File: src/common/irq_halt_pkg.sv
// Package for the interrupt priority and halt/wake controller.
// Assumes one 100 MHz clock that stands for the main oscillator.
package irq_halt_pkg;

  // Register byte offsets on APB
  localparam logic [7:0] OFS_CTRL   = 8'h00;
  localparam logic [7:0] OFS_SENS   = 8'h04;
  localparam logic [7:0] OFS_PIN_IE = 8'h08;
  localparam logic [7:0] OFS_PEND   = 8'h0c;
  localparam logic [7:0] OFS_STATUS = 8'h10;

  // Control register fields
  localparam int CTRL_TBIE    = 0;
  localparam int CTRL_IMASK   = 1;
  localparam int CTRL_WDG_EN  = 2;
  localparam int CTRL_WDG_OPT = 3;
  localparam int CTRL_CSS_IE  = 4;

  // Status register fields
  localparam int STAT_MODE  = 0;
  localparam int STAT_IMASK = 5;
  localparam int STAT_TB    = 6;
  localparam int STAT_CSS   = 7;
  localparam int STAT_EXT   = 8;
  localparam int STAT_SLOT  = 16;

  // Reset values
  localparam logic       IMASK_RST  = 1'b1;
  localparam logic [7:0] SENS_RST   = 8'h00;
  localparam logic [3:0] NO_SLOT    = 4'hf;

  // Vectors and source slots
  localparam logic [15:0] VEC_RESET = 16'hfffe;
  localparam logic [15:0] VEC_TRAP  = 16'hfffc;
  localparam logic [15:0] VEC_SLOT0 = 16'hfffa;
  localparam int NUM_SLOTS = 14;
  localparam int SLOT_TB   = 1;
  localparam int SLOT_EXT0 = 2;
  localparam int SLOT_PER0 = 7;
  localparam int NUM_EXT   = 4;
  localparam int NUM_PER   = 5;
  localparam int NUM_PINS  = 15;
  localparam int GRP_LO [NUM_EXT] = '{0, 4, 7, 11};
  localparam int GRP_W  [NUM_EXT] = '{4, 3, 4, 4};

  // Timing: wake delay in CPU cycles, oscillator cycles per CPU cycle
  localparam int WAKE_CPU_CYCLES = 4096;
  localparam int OSC_PER_CPU     = 2;
  localparam int WAKE_CLKS       = WAKE_CPU_CYCLES * OSC_PER_CPU;
  localparam int CNT_W           = 14;

  // External sensitivity codes
  localparam logic [1:0] SENS_FALL_LOW = 2'b00;
  localparam logic [1:0] SENS_RISE     = 2'b01;
  localparam logic [1:0] SENS_FALL     = 2'b10;
  localparam logic [1:0] SENS_BOTH     = 2'b11;

  typedef enum logic [4:0] {
    M_RUN   = 5'b00001,
    M_WAIT  = 5'b00010,
    M_HALT  = 5'b00100,
    M_AHALT = 5'b01000,
    M_WAKE  = 5'b10000
  } mode_t;

  typedef struct packed {
    logic prev;
    logic latch;
  } ext_state_t;

  typedef struct packed {
    mode_t                mode;
    logic                 i_mask;
    logic                 tbie;
    logic                 css_ie;
    logic                 wdg_en;
    logic                 wdg_opt;
    logic [7:0]           sens;
    logic [NUM_PINS-1:0]  pin_ie;
    logic [NUM_PER-1:0]   per_latch;
    logic [NUM_PER-1:0]   per_flag_d;
    logic                 tb_latch;
    logic                 css_latch;
    logic                 trap_pend;
    logic                 reset_pend;
    logic [CNT_W-1:0]     wake_cnt;
    logic                 tick;
    logic                 irq_take;
    logic                 stack_save;
    logic                 stack_restore;
    logic [15:0]          vector;
    logic                 wdg_rst;
    logic                 osc_run;
    logic                 tb_run;
    logic                 per_run;
    logic                 cpu_run;
    logic [31:0]          prdata;
    logic                 pready;
    logic                 pslverr;
  } ctl_state_t;

endpackage

File: src/design/ext_irq_detect.sv
// One external interrupt group: AND of enabled pins, then detector.
// Assumes pins synchronous to CLOCK; ack is a one-cycle pulse.
`timescale 1ns/1ps
module ext_irq_detect
  import irq_halt_pkg::*;
#(
  parameter int W = 4
)(
  input  wire logic         CLOCK,
  input  wire logic         RST_B,
  input  wire logic [W-1:0] pins,
  input  wire logic [W-1:0] pin_ie,
  input  wire logic [1:0]   sens,
  input  wire logic         ack,
  output logic              req
);

  ext_state_t s_reg;
  ext_state_t s_next;
  logic       any_en;
  logic       lvl;
  logic       rise;
  logic       fall;
  logic       edge_hit;

  assign any_en = |pin_ie;
  assign lvl    = &(pins | ~pin_ie);
  assign rise   = any_en & lvl & ~s_reg.prev;
  assign fall   = any_en & ~lvl & s_reg.prev;

  always_comb
  begin
    s_next      = s_reg;
    s_next.prev = lvl;
    unique case (sens)
      SENS_RISE:     edge_hit = rise;
      SENS_FALL:     edge_hit = fall;
      SENS_BOTH:     edge_hit = rise | fall;
      SENS_FALL_LOW: edge_hit = fall;
    endcase
    if (ack)
      s_next.latch = 1'b0;
    // Set wins so an edge during ack survives
    if (edge_hit)
      s_next.latch = 1'b1;
  end

  // Low enabled pin holds level low, blocking rise
  assign req = s_reg.latch | (sens == SENS_FALL_LOW && any_en && !lvl);

  always_ff @(posedge CLOCK or negedge RST_B)
  begin
    if (!RST_B)
      s_reg <= '{prev: 1'b1, latch: 1'b0};
    else
      s_reg <= s_next;
  end

endmodule

File: src/design/irq_halt_ctrl.sv
// Interrupt priority, vectoring and halt/active-halt/wait control.
// Assumes CPU strobes are one-cycle pulses synchronous to CLOCK.
//
// Implementation choices: the register offsets and the APB register port.
`timescale 1ns/1ps
module irq_halt_ctrl
  import irq_halt_pkg::*;
#(
  parameter int WAKE_DELAY = WAKE_CLKS
)(
  input  wire logic               CLOCK,
  input  wire logic               RST_B,
  input  wire logic               PSEL,
  input  wire logic               PENABLE,
  input  wire logic               PWRITE,
  input  wire logic [7:0]         PADDR,
  input  wire logic [31:0]        PWDATA,
  output logic [31:0]             PRDATA,
  output logic                    PREADY,
  output logic                    PSLVERR,
  input  wire logic               RESET_REQ,
  input  wire logic               CPU_INSTR_END,
  input  wire logic               CPU_TRAP,
  input  wire logic               CPU_HALT,
  input  wire logic               CPU_WFI,
  input  wire logic               CPU_RETURN_FROM_IRQ_INSTR,
  input  wire logic               TB_EVENT,
  input  wire logic               CSS_EVENT,
  input  wire logic [NUM_PER-1:0] PERIPH_FLAG,
  input  wire logic [NUM_PER-1:0] PERIPH_EN,
  input  wire logic [NUM_PER-1:0] PERIPH_CLR,
  input  wire logic [3:0]         PIN_A,
  input  wire logic [2:0]         PIN_F,
  input  wire logic [7:0]         PIN_B,
  output logic                    I_MASK,
  output logic                    IRQ_TAKE,
  output logic [15:0]             VECTOR,
  output logic                    STACK_SAVE,
  output logic                    STACK_RESTORE,
  output logic                    CPU_TICK,
  output logic                    CPU_RUN,
  output logic                    OSC_RUN,
  output logic                    TB_RUN,
  output logic                    PERIPH_RUN,
  output logic                    WDG_RESET,
  output logic [4:0]              MODE
);

  ctl_state_t            s_reg;
  ctl_state_t            s_next;
  logic [NUM_PINS-1:0]   pin_all;
  logic [NUM_EXT-1:0]    ext_req;
  logic [NUM_EXT-1:0]    ext_ack;
  logic [NUM_SLOTS-1:0]  req;
  logic [NUM_SLOTS-1:0]  masked;
  logic [3:0]            win;
  logic [3:0]            req_top;
  logic                  take_slot;
  logic                  take_trap;
  logic                  take_reset;
  logic                  halt_wake;
  logic                  wr_pend;
  logic                  acc;
  logic                  setup_rd;
  logic [NUM_PER-1:0]    per_rise;

  // Lowest slot number wins among requests
  function automatic logic [3:0] prio(input logic [NUM_SLOTS-1:0] r);
    logic [3:0] idx;
    idx = NO_SLOT;
    for (int i = NUM_SLOTS - 1; i >= 0; i--)
    begin
      if (r[i])
        idx = 4'(i);
    end
    return idx;
  endfunction

  assign pin_all = {PIN_B, PIN_F, PIN_A};

  // One detector per external pin group
  for (genvar g = 0; g < NUM_EXT; g++)
  begin : g_ext
    ext_irq_detect #(
      .W (GRP_W[g])
    ) u_det (
      .CLOCK  (CLOCK),
      .RST_B  (RST_B),
      .pins   (pin_all[GRP_LO[g] +: GRP_W[g]]),
      .pin_ie (s_reg.pin_ie[GRP_LO[g] +: GRP_W[g]]),
      .sens   (s_reg.sens[2*g +: 2]),
      .ack    (ext_ack[g]),
      .req    (ext_req[g])
    );
    assign ext_ack[g] = take_slot && win == 4'(SLOT_EXT0 + g);
  end

  // Time base and clock security on one slot
  always_comb
  begin
    req = '0;
    req[SLOT_TB] = (s_reg.tb_latch & s_reg.tbie) | (s_reg.css_latch & s_reg.css_ie);
    req[SLOT_EXT0 +: NUM_EXT] = ext_req;
    req[SLOT_PER0 +: NUM_PER] = s_reg.per_latch & PERIPH_EN;
  end

  // Maskable requests blocked by mask bit
  assign masked = s_reg.i_mask ? '0 : req;
  assign win    = prio(masked);
  assign req_top = prio(req);

  // Reset pending beats everything in run
  assign take_reset = s_reg.mode == M_RUN && s_reg.reset_pend;
  assign take_trap  = s_reg.mode == M_RUN && !s_reg.reset_pend && CPU_INSTR_END
                      && s_reg.trap_pend;
  // Taken only at an instruction boundary
  assign take_slot  = s_reg.mode == M_RUN && !s_reg.reset_pend && CPU_INSTR_END
                      && !s_reg.trap_pend && win != NO_SLOT;

  // Halt exit: reset, slot one, external only
  assign halt_wake = RESET_REQ | s_reg.reset_pend | req[SLOT_TB] | (|ext_req);

  // APB: zero-wait-state free, one wait cycle
  assign setup_rd = PSEL && PENABLE && !s_reg.pready;
  assign acc      = PSEL && PENABLE && s_reg.pready;
  assign wr_pend  = acc && PWRITE && PADDR == OFS_PEND;
  assign per_rise = PERIPH_FLAG & ~s_reg.per_flag_d;

  always_comb
  begin
    s_next               = s_reg;
    s_next.irq_take      = 1'b0;
    s_next.stack_save    = 1'b0;
    s_next.stack_restore = 1'b0;
    s_next.wdg_rst       = 1'b0;
    s_next.pready        = setup_rd;
    s_next.pslverr       = 1'b0;
    s_next.per_flag_d    = PERIPH_FLAG;

    // APB read data captured in the wait cycle
    if (setup_rd)
    begin
      s_next.prdata = '0;
      unique case (PADDR)
        OFS_CTRL:
        begin
          s_next.prdata[CTRL_TBIE]    = s_reg.tbie;
          s_next.prdata[CTRL_IMASK]   = s_reg.i_mask;
          s_next.prdata[CTRL_WDG_EN]  = s_reg.wdg_en;
          s_next.prdata[CTRL_WDG_OPT] = s_reg.wdg_opt;
          s_next.prdata[CTRL_CSS_IE]  = s_reg.css_ie;
        end
        OFS_SENS:   s_next.prdata[7:0] = s_reg.sens;
        OFS_PIN_IE: s_next.prdata[NUM_PINS-1:0] = s_reg.pin_ie;
        OFS_PEND:   s_next.prdata[NUM_PER-1:0] = s_reg.per_latch;
        OFS_STATUS:
        begin
          s_next.prdata[STAT_MODE +: 5]       = s_reg.mode;
          s_next.prdata[STAT_IMASK]           = s_reg.i_mask;
          s_next.prdata[STAT_TB]              = s_reg.tb_latch;
          s_next.prdata[STAT_CSS]             = s_reg.css_latch;
          s_next.prdata[STAT_EXT +: NUM_EXT]  = ext_req;
          s_next.prdata[STAT_SLOT +: 4]       = req_top;
        end
        default:    s_next.pslverr = 1'b1;
      endcase
    end

    // Writes land on the completing edge only
    if (acc && PWRITE)
    begin
      unique case (PADDR)
        OFS_CTRL:
        begin
          s_next.tbie    = PWDATA[CTRL_TBIE];
          s_next.i_mask  = PWDATA[CTRL_IMASK];
          s_next.wdg_en  = PWDATA[CTRL_WDG_EN];
          s_next.wdg_opt = PWDATA[CTRL_WDG_OPT];
          s_next.css_ie  = PWDATA[CTRL_CSS_IE];
        end
        OFS_SENS:   s_next.sens = PWDATA[7:0];
        OFS_PIN_IE: s_next.pin_ie = PWDATA[NUM_PINS-1:0];
        default:    s_next.pin_ie = s_reg.pin_ie;
      endcase
    end

    // Zero write or clear sequence drops latch
    s_next.per_latch = s_reg.per_latch & ~PERIPH_CLR;
    if (wr_pend)
      s_next.per_latch = s_next.per_latch & PWDATA[NUM_PER-1:0];
    // A flag edge in the clearing cycle is kept
    s_next.per_latch = s_next.per_latch | per_rise;

    // Time base only counts while its oscillator runs
    if (TB_EVENT && s_reg.tb_run)
      s_next.tb_latch = 1'b1;
    if (CSS_EVENT)
      s_next.css_latch = 1'b1;
    if (CPU_TRAP)
      s_next.trap_pend = 1'b1;
    if (RESET_REQ)
      s_next.reset_pend = 1'b1;

    // CPU tick at half the oscillator rate
    s_next.tick = s_reg.osc_run ? ~s_reg.tick : 1'b0;

    // Return restores stack, mask ends clear
    if (CPU_RETURN_FROM_IRQ_INSTR && s_reg.mode == M_RUN)
    begin
      s_next.stack_restore = 1'b1;
      s_next.i_mask        = 1'b0;
    end

    // Every entry sets the mask bit
    if (take_reset)
    begin
      s_next.irq_take   = 1'b1;
      s_next.vector     = VEC_RESET;
      s_next.i_mask     = 1'b1;
      s_next.reset_pend = RESET_REQ;
      s_next.trap_pend  = 1'b0;
    end
    else if (take_trap || take_slot)
    begin
      s_next.irq_take   = 1'b1;
      s_next.stack_save = 1'b1;
      s_next.i_mask     = 1'b1;
      s_next.trap_pend  = take_slot ? s_next.trap_pend : CPU_TRAP;
      s_next.vector     = take_trap ? VEC_TRAP
                          : 16'(VEC_SLOT0 - {11'h000, win, 1'b0});
      // Set wins: an event in the take cycle is kept
      if (take_slot && win == 4'(SLOT_TB))
      begin
        s_next.tb_latch  = TB_EVENT && s_reg.tb_run;
        s_next.css_latch = CSS_EVENT;
      end
    end

    unique case (s_reg.mode)
      M_RUN:
      begin
        if (!RESET_REQ && !s_reg.reset_pend && CPU_HALT)
        begin
          s_next.i_mask = 1'b0;
          // Time-base enable picks the halt kind
          if (s_reg.tbie)
            s_next.mode = M_AHALT;
          else
          begin
            s_next.mode    = M_HALT;
            s_next.wdg_rst = s_reg.wdg_en & s_reg.wdg_opt;
          end
        end
        else if (!RESET_REQ && !s_reg.reset_pend && CPU_WFI)
        begin
          s_next.i_mask = 1'b0;
          s_next.mode   = M_WAIT;
        end
      end
      M_WAIT:
      begin
        // Any request or reset leaves wait
        if ((|req) || RESET_REQ || s_reg.reset_pend)
          s_next.mode = M_RUN;
      end
      M_HALT, M_AHALT:
      begin
        if (halt_wake)
        begin
          s_next.mode     = M_WAKE;
          s_next.wake_cnt = '0;
        end
      end
      M_WAKE:
      begin
        s_next.wake_cnt = s_reg.wake_cnt + 1'b1;
        if (s_reg.wake_cnt == CNT_W'(WAKE_DELAY - 1))
          s_next.mode = M_RUN;
      end
      default:
        s_next.mode = M_RUN;
    endcase

    // Clock gates follow the next mode
    s_next.osc_run = s_next.mode != M_HALT;
    s_next.tb_run  = s_next.mode != M_HALT;
    s_next.per_run = s_next.mode == M_RUN || s_next.mode == M_WAIT;
    s_next.cpu_run = s_next.mode == M_RUN;
  end

  always_ff @(posedge CLOCK or negedge RST_B)
  begin
    if (!RST_B)
    begin
      s_reg        <= '0;
      s_reg.mode   <= M_RUN;
      s_reg.i_mask <= IMASK_RST;
      s_reg.sens   <= SENS_RST;
      s_reg.osc_run <= 1'b1;
      s_reg.tb_run <= 1'b1;
      s_reg.per_run <= 1'b1;
      s_reg.cpu_run <= 1'b1;
    end
    else
      s_reg <= s_next;
  end

  assign PRDATA        = s_reg.prdata;
  assign PREADY        = s_reg.pready;
  assign PSLVERR       = s_reg.pslverr;
  assign I_MASK        = s_reg.i_mask;
  assign IRQ_TAKE      = s_reg.irq_take;
  assign VECTOR        = s_reg.vector;
  assign STACK_SAVE    = s_reg.stack_save;
  assign STACK_RESTORE = s_reg.stack_restore;
  assign CPU_TICK      = s_reg.tick;
  assign CPU_RUN       = s_reg.cpu_run;
  assign OSC_RUN       = s_reg.osc_run;
  assign TB_RUN        = s_reg.tb_run;
  assign PERIPH_RUN    = s_reg.per_run;
  assign WDG_RESET     = s_reg.wdg_rst;
  assign MODE          = s_reg.mode;

endmodule

File: config.mk
export PLATFORM = sky130hd
export DESIGN_NAME = irq_halt_ctrl
export DESIGN_NICKNAME = d
export VERILOG_FILES = /design/src/common/irq_halt_pkg.sv /design/src/design/ext_irq_detect.sv /design/src/design/irq_halt_ctrl.sv
export SDC_FILE = /design/constraint.sdc
export NUM_CORES = 1
export LEC_CHECK = 0
export ABC_CLOCK_PERIOD_IN_PS = 3800
export BUFFER_PORTS_ARGS = -buffer_cell sky130_fd_sc_hd__clkbuf_2
export CAP_MARGIN = 20
export CORE_MARGIN = 2
export CORE_UTILIZATION = 50
export DETAILED_ROUTE_END_ITERATION = 10
export GPL_TIMING_DRIVEN = 0
export PLACE_DENSITY = 0.87
export RECOVER_POWER = 100
export SYNTH_ARGS = -nofsm -noshare
export SYNTH_HDL_FRONTEND = slang
export SYNTH_SLANG_ARGS = --single-unit
File: constraint.sdc
create_clock -name CLOCK -period 3.8 [get_ports CLOCK]
set_clock_uncertainty 0.15 [all_clocks]
set_input_delay 0.19 -clock CLOCK [delete_from_list [all_inputs] [get_ports CLOCK]]
set_output_delay 0.19 -clock CLOCK [all_outputs]
set_load 0.02 [all_outputs]
Yosys cells after proc, flatten, opt, wreduce, memory -nomap -nowiden
Index checks and enable logic that the tools add are counted.
{"block": "classes", "n_bitwise": 55, "reduce_logical": 73, "n_addsub": 2, "n_mux": 83, "eq_ne": 32}
{"op": "4-bit 2-to-1 mux", "n": 24}
{"op": "16-bit 2-to-1 mux", "n": 3}
{"op": "1-bit logical AND", "n": 29}
{"op": "1-bit 2-to-1 mux", "n": 28}
{"op": "28-bit 2-to-1 mux", "n": 1}
{"op": "14-bit one-hot mux with 2 select lines", "n": 1}
{"op": "5-bit 2-to-1 mux", "n": 5}
{"op": "5-bit one-hot mux with 5 select lines", "n": 1}
{"op": "5-bit bitwise AND", "n": 4}
{"op": "5-bit one-hot mux with 4 select lines", "n": 1}
{"op": "1-bit bitwise AND", "n": 19}
{"op": "2-bit equality test (second input constant)", "n": 8}
{"op": "8-bit by 4-bit equality test with 1-bit output (second input constant)", "n": 2}
{"op": "4-bit OR reduction", "n": 4}
{"op": "15-bit 2-to-1 mux", "n": 1}
{"op": "14-bit by 1-bit adder with 14-bit output (second input constant)", "n": 1}
{"op": "14-bit by 13-bit equality test with 1-bit output (second input constant)", "n": 1}
{"op": "14-bit 2-to-1 mux", "n": 1}
{"op": "2-bit nonzero test", "n": 7}
{"op": "12-bit 2-to-1 mux", "n": 1}
{"op": "6-bit 2-to-1 mux", "n": 2}
{"op": "4-bit NOT", "n": 3}
{"op": "1-bit OR", "n": 12}
{"op": "4-bit OR", "n": 3}
{"op": "other kinds (37)", "n": 83}
{"block": "word_totals", "in_bits": 83, "word_cells": 280, "register_bits": 114, "out_inout_bits": 65}

Logic depth before layout (Yosys ltp)
{"block": "logic_depth", "ltp_word": 29, "depth_mapped": 9, "mapped_depth_nobuf": 9}

Modules after synthesis
A second synthesis with hierarchy kept.
{"block": "unflattened", "hier_cells": 553, "area_unflattened_um2": 5485.3}
{"module": "irq_halt_ctrl", "cells_per_inst": 493, "area_each_um2": 4948.5, "n_inst": 1, "seq_area_each_um2": 2408.6}
{"module": "ext_irq_detect (g_ext[0].u_det ...)", "cells_per_inst": 15, "area_each_um2": 128.9, "n_inst": 3, "seq_area_each_um2": 51.3}
{"module": "ext_irq_detect (g_ext[1].u_det)", "cells_per_inst": 15, "area_each_um2": 150.1, "n_inst": 1, "seq_area_each_um2": 51.3}

Least setup slack after synthesis
No wires, ideal clock.
{"block": "synth_timing", "path_type": "register -> register", "from": "register s_reg[99] (netlist name)", "to": "register s_reg (netlist bit VECTOR[4])", "stages_incl_launch_ff": 9, "synth_period_minus_slack_ns": 2.417, "required_time_ns": 3.518, "setup_time_ns": 0.132, "arrival_ns": 2.135, "setup_slack_ns": 1.383, "n_path_buf": 0, "cell_sequence": "dfrtp_1 nor4_1 nor3_1 a2111oi_4 a311oi_1 or2_2 ha_1 xnor2_1 o211ai_1"}
{"block": "synth_via", "elab_chain_len": 17, "word_cells_on_any_way": 23, "classes_between": "add/sub (1); eq/ne (1); mux (10); bitwise (3); reduce/logical (8)"}
{"item": "start: declaration", "line": "irq_halt_ctrl.sv:49", "source": "ctl_state_t s_reg;"}
{"item": "start signal: assignment", "line": "irq_halt_ctrl.sv:305", "source": "s_reg <= s_next;"}
{"item": "4-bit NOT", "line": "ext_irq_detect.sv:27", "source": "assign lvl = &(pins | ~pin_ie);"}
{"item": "4-bit OR", "line": "ext_irq_detect.sv:27"}
{"item": "4-bit AND reduction", "line": "ext_irq_detect.sv:27"}
{"item": "1-bit zero test", "line": "ext_irq_detect.sv:49", "source": "assign req = s_reg.latch | (sens == SENS_FALL_LOW && any_en && !lvl);"}
{"item": "1-bit logical AND (*)", "line": "ext_irq_detect.sv:49"}
{"item": "1-bit OR (*)", "line": "ext_irq_detect.sv:49"}
{"item": "12-bit 2-to-1 mux (*)", "line": "irq_halt_ctrl.sv:108", "source": "assign masked = s_reg.i_mask ? '0 : req;"}
{"item": "4-bit 2-to-1 mux (*) (6 in a row)", "line": "irq_halt_ctrl.sv:73", "source": "if (r[i])"}
{"item": "4-bit by 6-bit subtractor with 7-bit output / 4-bit != test (equally long branches)", "line": "irq_halt_ctrl.sv:230, irq_halt_ctrl.sv:118"}
{"item": "16-bit 2-to-1 mux / 1-bit logical AND (equally long branches)", "line": "irq_halt_ctrl.sv:229, irq_halt_ctrl.sv:118"}
{"item": "16-bit 2-to-1 mux / 1-bit logical OR (equally long branches)", "line": "irq_halt_ctrl.sv:223", "source": "else if (take_trap || take_slot)"}
{"item": "16-bit 2-to-1 mux / 2-bit nonzero test (equally long branches)"}
Every way passes the cells marked *; elsewhere a longest branch is shown, timed or not. The select of a mux whose other input is x is not followed.
A chain may end at the register's enable or synchronous reset.

Worst setup path in the final report
{"block": "layout_timing", "from": "input PADDR[1]", "to": "register s_reg[100] (netlist name)"}
{"block": "layout_via", "elab_chain_len": 2}
{"item": "start: declaration", "line": "irq_halt_ctrl.sv:16", "source": "input wire logic [7:0] PADDR,"}
{"item": "8-bit by 4-bit equality test with 1-bit output", "line": "irq_halt_ctrl.sv:172", "source": "unique case (PADDR)"}
{"item": "2-bit AND reduction (no line)"}
Every way passes these cells.

==> out/results.ini <==
[layout]
largest_register_ffs = 55
antennaDiodeCount = 0
layout-drive-gt1-share_pct = 25.77
fillers = 864
syn2layout_area_growth_pct = 24.02
mostFrequentLayoutCells = dfrtp_1 (95), clkbuf_2 (72), clkbuf_1 (58)
final_cells = 846
final_common_cell = dfrtp_1
post-route-util_pct = 64.29
layout.nets = 790

[global_route]
gr-total-overflow = 0
grt_pass1_vias = 4460
busiest_layer = met2
grt_pass1_wl_um = 21790
grt_max_degree = 57
use_met2_pct = 40.12
grtUsageMet3_pct = 4.540
antenna_found_initial = 0
track_usage_pct = 24.34
met1_usage_pct = 32.58

[placement]
io_buffers = 114
hpwl_um = 10210
dp.cells = 794
place_ws_ns = 0.9066
place_congestion = 0.8912

[run]
cap_violations = 0

[critical_path]
path_cells = clkbuf_2 -> or4_1 -> nor3_1 -> nor3b_1 -> nor2b_1 -> clkbuf_1 -> buf_4 -> mux2_2
crit_path_max_fanout = 10
worst-setup-path-type = in2reg
critPathRequiredTime_ns = 3.93
cp_num_buf_inv = 3
crit_arrival_ns = 3.45
cpPeakStageDelay_ns = 0.83
end_kind = flip-flop
startpoint_type = input pin
critPathSlowestCell = nor3b_1
critPathTopFamily = simple AND/OR/NAND/NOR gates

[die]
fp.dieW_um = 107.7
pin_count = 148
row_count = 37
initial_core_util_pct = 51.83
die_h_um = 107.7
core_um2 = 10370
die-area_um2 = 11600

[drt]
vias = 4527
drt-wirelength-per-cell_um = 16.11
drt-pass1-iter-count = 6
drc = 0
wl_um = 13630
vias_per_cell = 5.351
detail-route-antenna-nets = 0
drt-initial-drc-count = 295

[logic_synthesis]
syn_area_um2 = 5375
async_reset_ff_share_pct = 100.0
synth_cells = 530
synthFlopType = dfrtp_1
seq_area_frac_synth_pct = 48.63
ys_types = 66
yosys_warnings = 0
synth_edf_count = 0
ys_ff_latch = 104
synth.avg_cell_area_um2 = 10.14

[pwr]
cellLeakagePower_nw = 3.164
p_per_area_nw_per_um2 = 356.0
ir_drop_v = 0.0002336
power.net_switching_mw = 0.6508
pwr-share-seq_pct = 51.9
pwr-share-comb_pct = 15.1
pwr-share-clk_pct = 33.1
p_int_mw = 1.723
p_sw_share_pct = 27.42

[clock_network]
cts_resized = 0
cts_buffers = 9
worstSkewPairLatency_ns = 0.39
clock_sink_count = 104
cts_max_path_buffers = 2
cts_tree = done
root_buffer = clkbuf_8
ctsHtreeMaxLevel = 3
post-cts-setup-buffer-count = 0
clkTransAtPathRegs_ns = 0.11
holdBufCountCts = 36

[timing]
setup_violations = 0
worst_slew_pin_slew_ns = 1.374
fmax_mhz = 301.4
rsz0062_at_grt = false
hold_viol = 0
drv_slew = 0
relSlewSlack_pct = 8.433
post-route-period-util_pct = 87.32
fin_setup_tns_ns = 0
whs_ns = 0.03163
layout_min_cycle_time_ns = 3.318
fin_ws_ns = 0.4817

[hold_path]
hold_path_class = in2reg

[status]
status = complete, no violations

worst paths after layout:
kind	startpoint	end	slack, ns	cells past startpoint
worst min register to register	s_reg[79]$_DFF_PN0_	s_reg[84]$_DFF_PN0_	0.27	1
worst max-delay path	PADDR[1]	s_reg[100]$_DFFE_PN0P_	0.48	8
worst max register to register	s_reg[99]$_DFFE_PN0P_	s_reg[62]$_DFFE_PN0P_	0.73	8
worst min-delay path	PIN_B[2]	g_ext[2].u_det.s_reg[1]$_DFF_PN1_	0.03	4
min in group asynchronous	RST_B	s_reg[64]$_DFFE_PN0P_	0.24	2
max in group asynchronous	RST_B	g_ext[3].u_det.s_reg[0]$_DFFE_PN0P_	1.49	3
routing by layer:
layer  routed length (um)  vias up
met2                 6630      163
met4                  225        0
met1                 6023     2183
li1                     -     2166
met3                  750       15
met5                    0        -
stage by stage:
stage / total power, mW / area (um^2)
after floorplan: 1.448 / 5424
after global placement: 1.573 / 6165
after detailed placement: 1.591 / 6195
after CTS: 2.395 / 6784
after global routing: 2.473 / 6666
final: 2.373 / 6666
cell families (layout without fill, tap and decap cells):
kind of cell / Yosys count / in the layout / synth area share (%)
adder cells (fa/ha/maj): 2 / 2 / 0.4655
AO/OA/AOI/OAI: 113 / 113 / 15.13
multiplexers: 36 / 36 / 7.239
AND/OR/NAND/NOR: 176 / 176 / 17.09
other: 1 / 14 / 0.06977
flip-flops: 104 / 104 / 48.63
buffers and inverters: 95 / 262 / 10.89
XOR/XNOR: 3 / 3 / 0.4889
cells in the mapped netlist, types with 4 or more instances:
cell type / count / share of area [%]
a211o_1: 5 / 0.81
a211oi_1: 6 / 0.84
a21o_1: 5 / 0.70
a21oi_1: 11 / 1.0
a221o_1: 4 / 0.74
a22o_1: 4 / 0.65
and3_1: 10 / 1.2
buf_4: 56 / 7.8
clkbuf_1: 10 / 0.70
dfrtp_1: 95 / 44
dfstp_2: 9 / 4.4
inv_1: 23 / 1.6
mux2_2: 23 / 4.8
mux2i_1: 13 / 2.4
nand2_1: 47 / 3.3
nand2b_1: 15 / 1.7
nand3_1: 14 / 1.3
nand3b_1: 4 / 0.56
nand4_1: 5 / 0.58
nor2_1: 30 / 2.1
nor2b_1: 9 / 1.0
nor3_1: 12 / 1.1
nor4_1: 5 / 0.58
o211ai_1: 4 / 0.56
o21ai_0: 35 / 3.3
or2_2: 6 / 0.70
worst min-delay path, cell delays in order:
cell      delay [ns]
clkbuf_2        0.08
nand2b_1        0.15
nand4_1         0.09
inv_1           0.07
power by group through the flow:
| stage | sequential [mW] | combinational, mW | clock (mW) |
|---|---|---|---|
| CTS | 1.23 | 0.368 | 0.796 |
| global placement | 1.25 | 0.325 | 0 |
| floorplan | 1.26 | 0.193 | 0 |
| detailed placement | 1.25 | 0.338 | 0 |
| finish | 1.23 | 0.357 | 0.785 |
| global route | 1.24 | 0.393 | 0.840 |
area by class of cell:
type                    count  area (um^2)  share of cell area [%]
inverters                  24        90.09                   1.351
well taps                 136        170.2                   2.553
flip-flops and latches    104         2614                   39.21
multi-input cells         344         2205                   33.07
plain buffers              71        473.0                   7.095
repair buffers            151        885.9                   13.29
clock inverters             6        91.34                   1.370
clock buffers              10        137.6                   2.065
No activity file was read; power rests on OpenSTA's default activity.
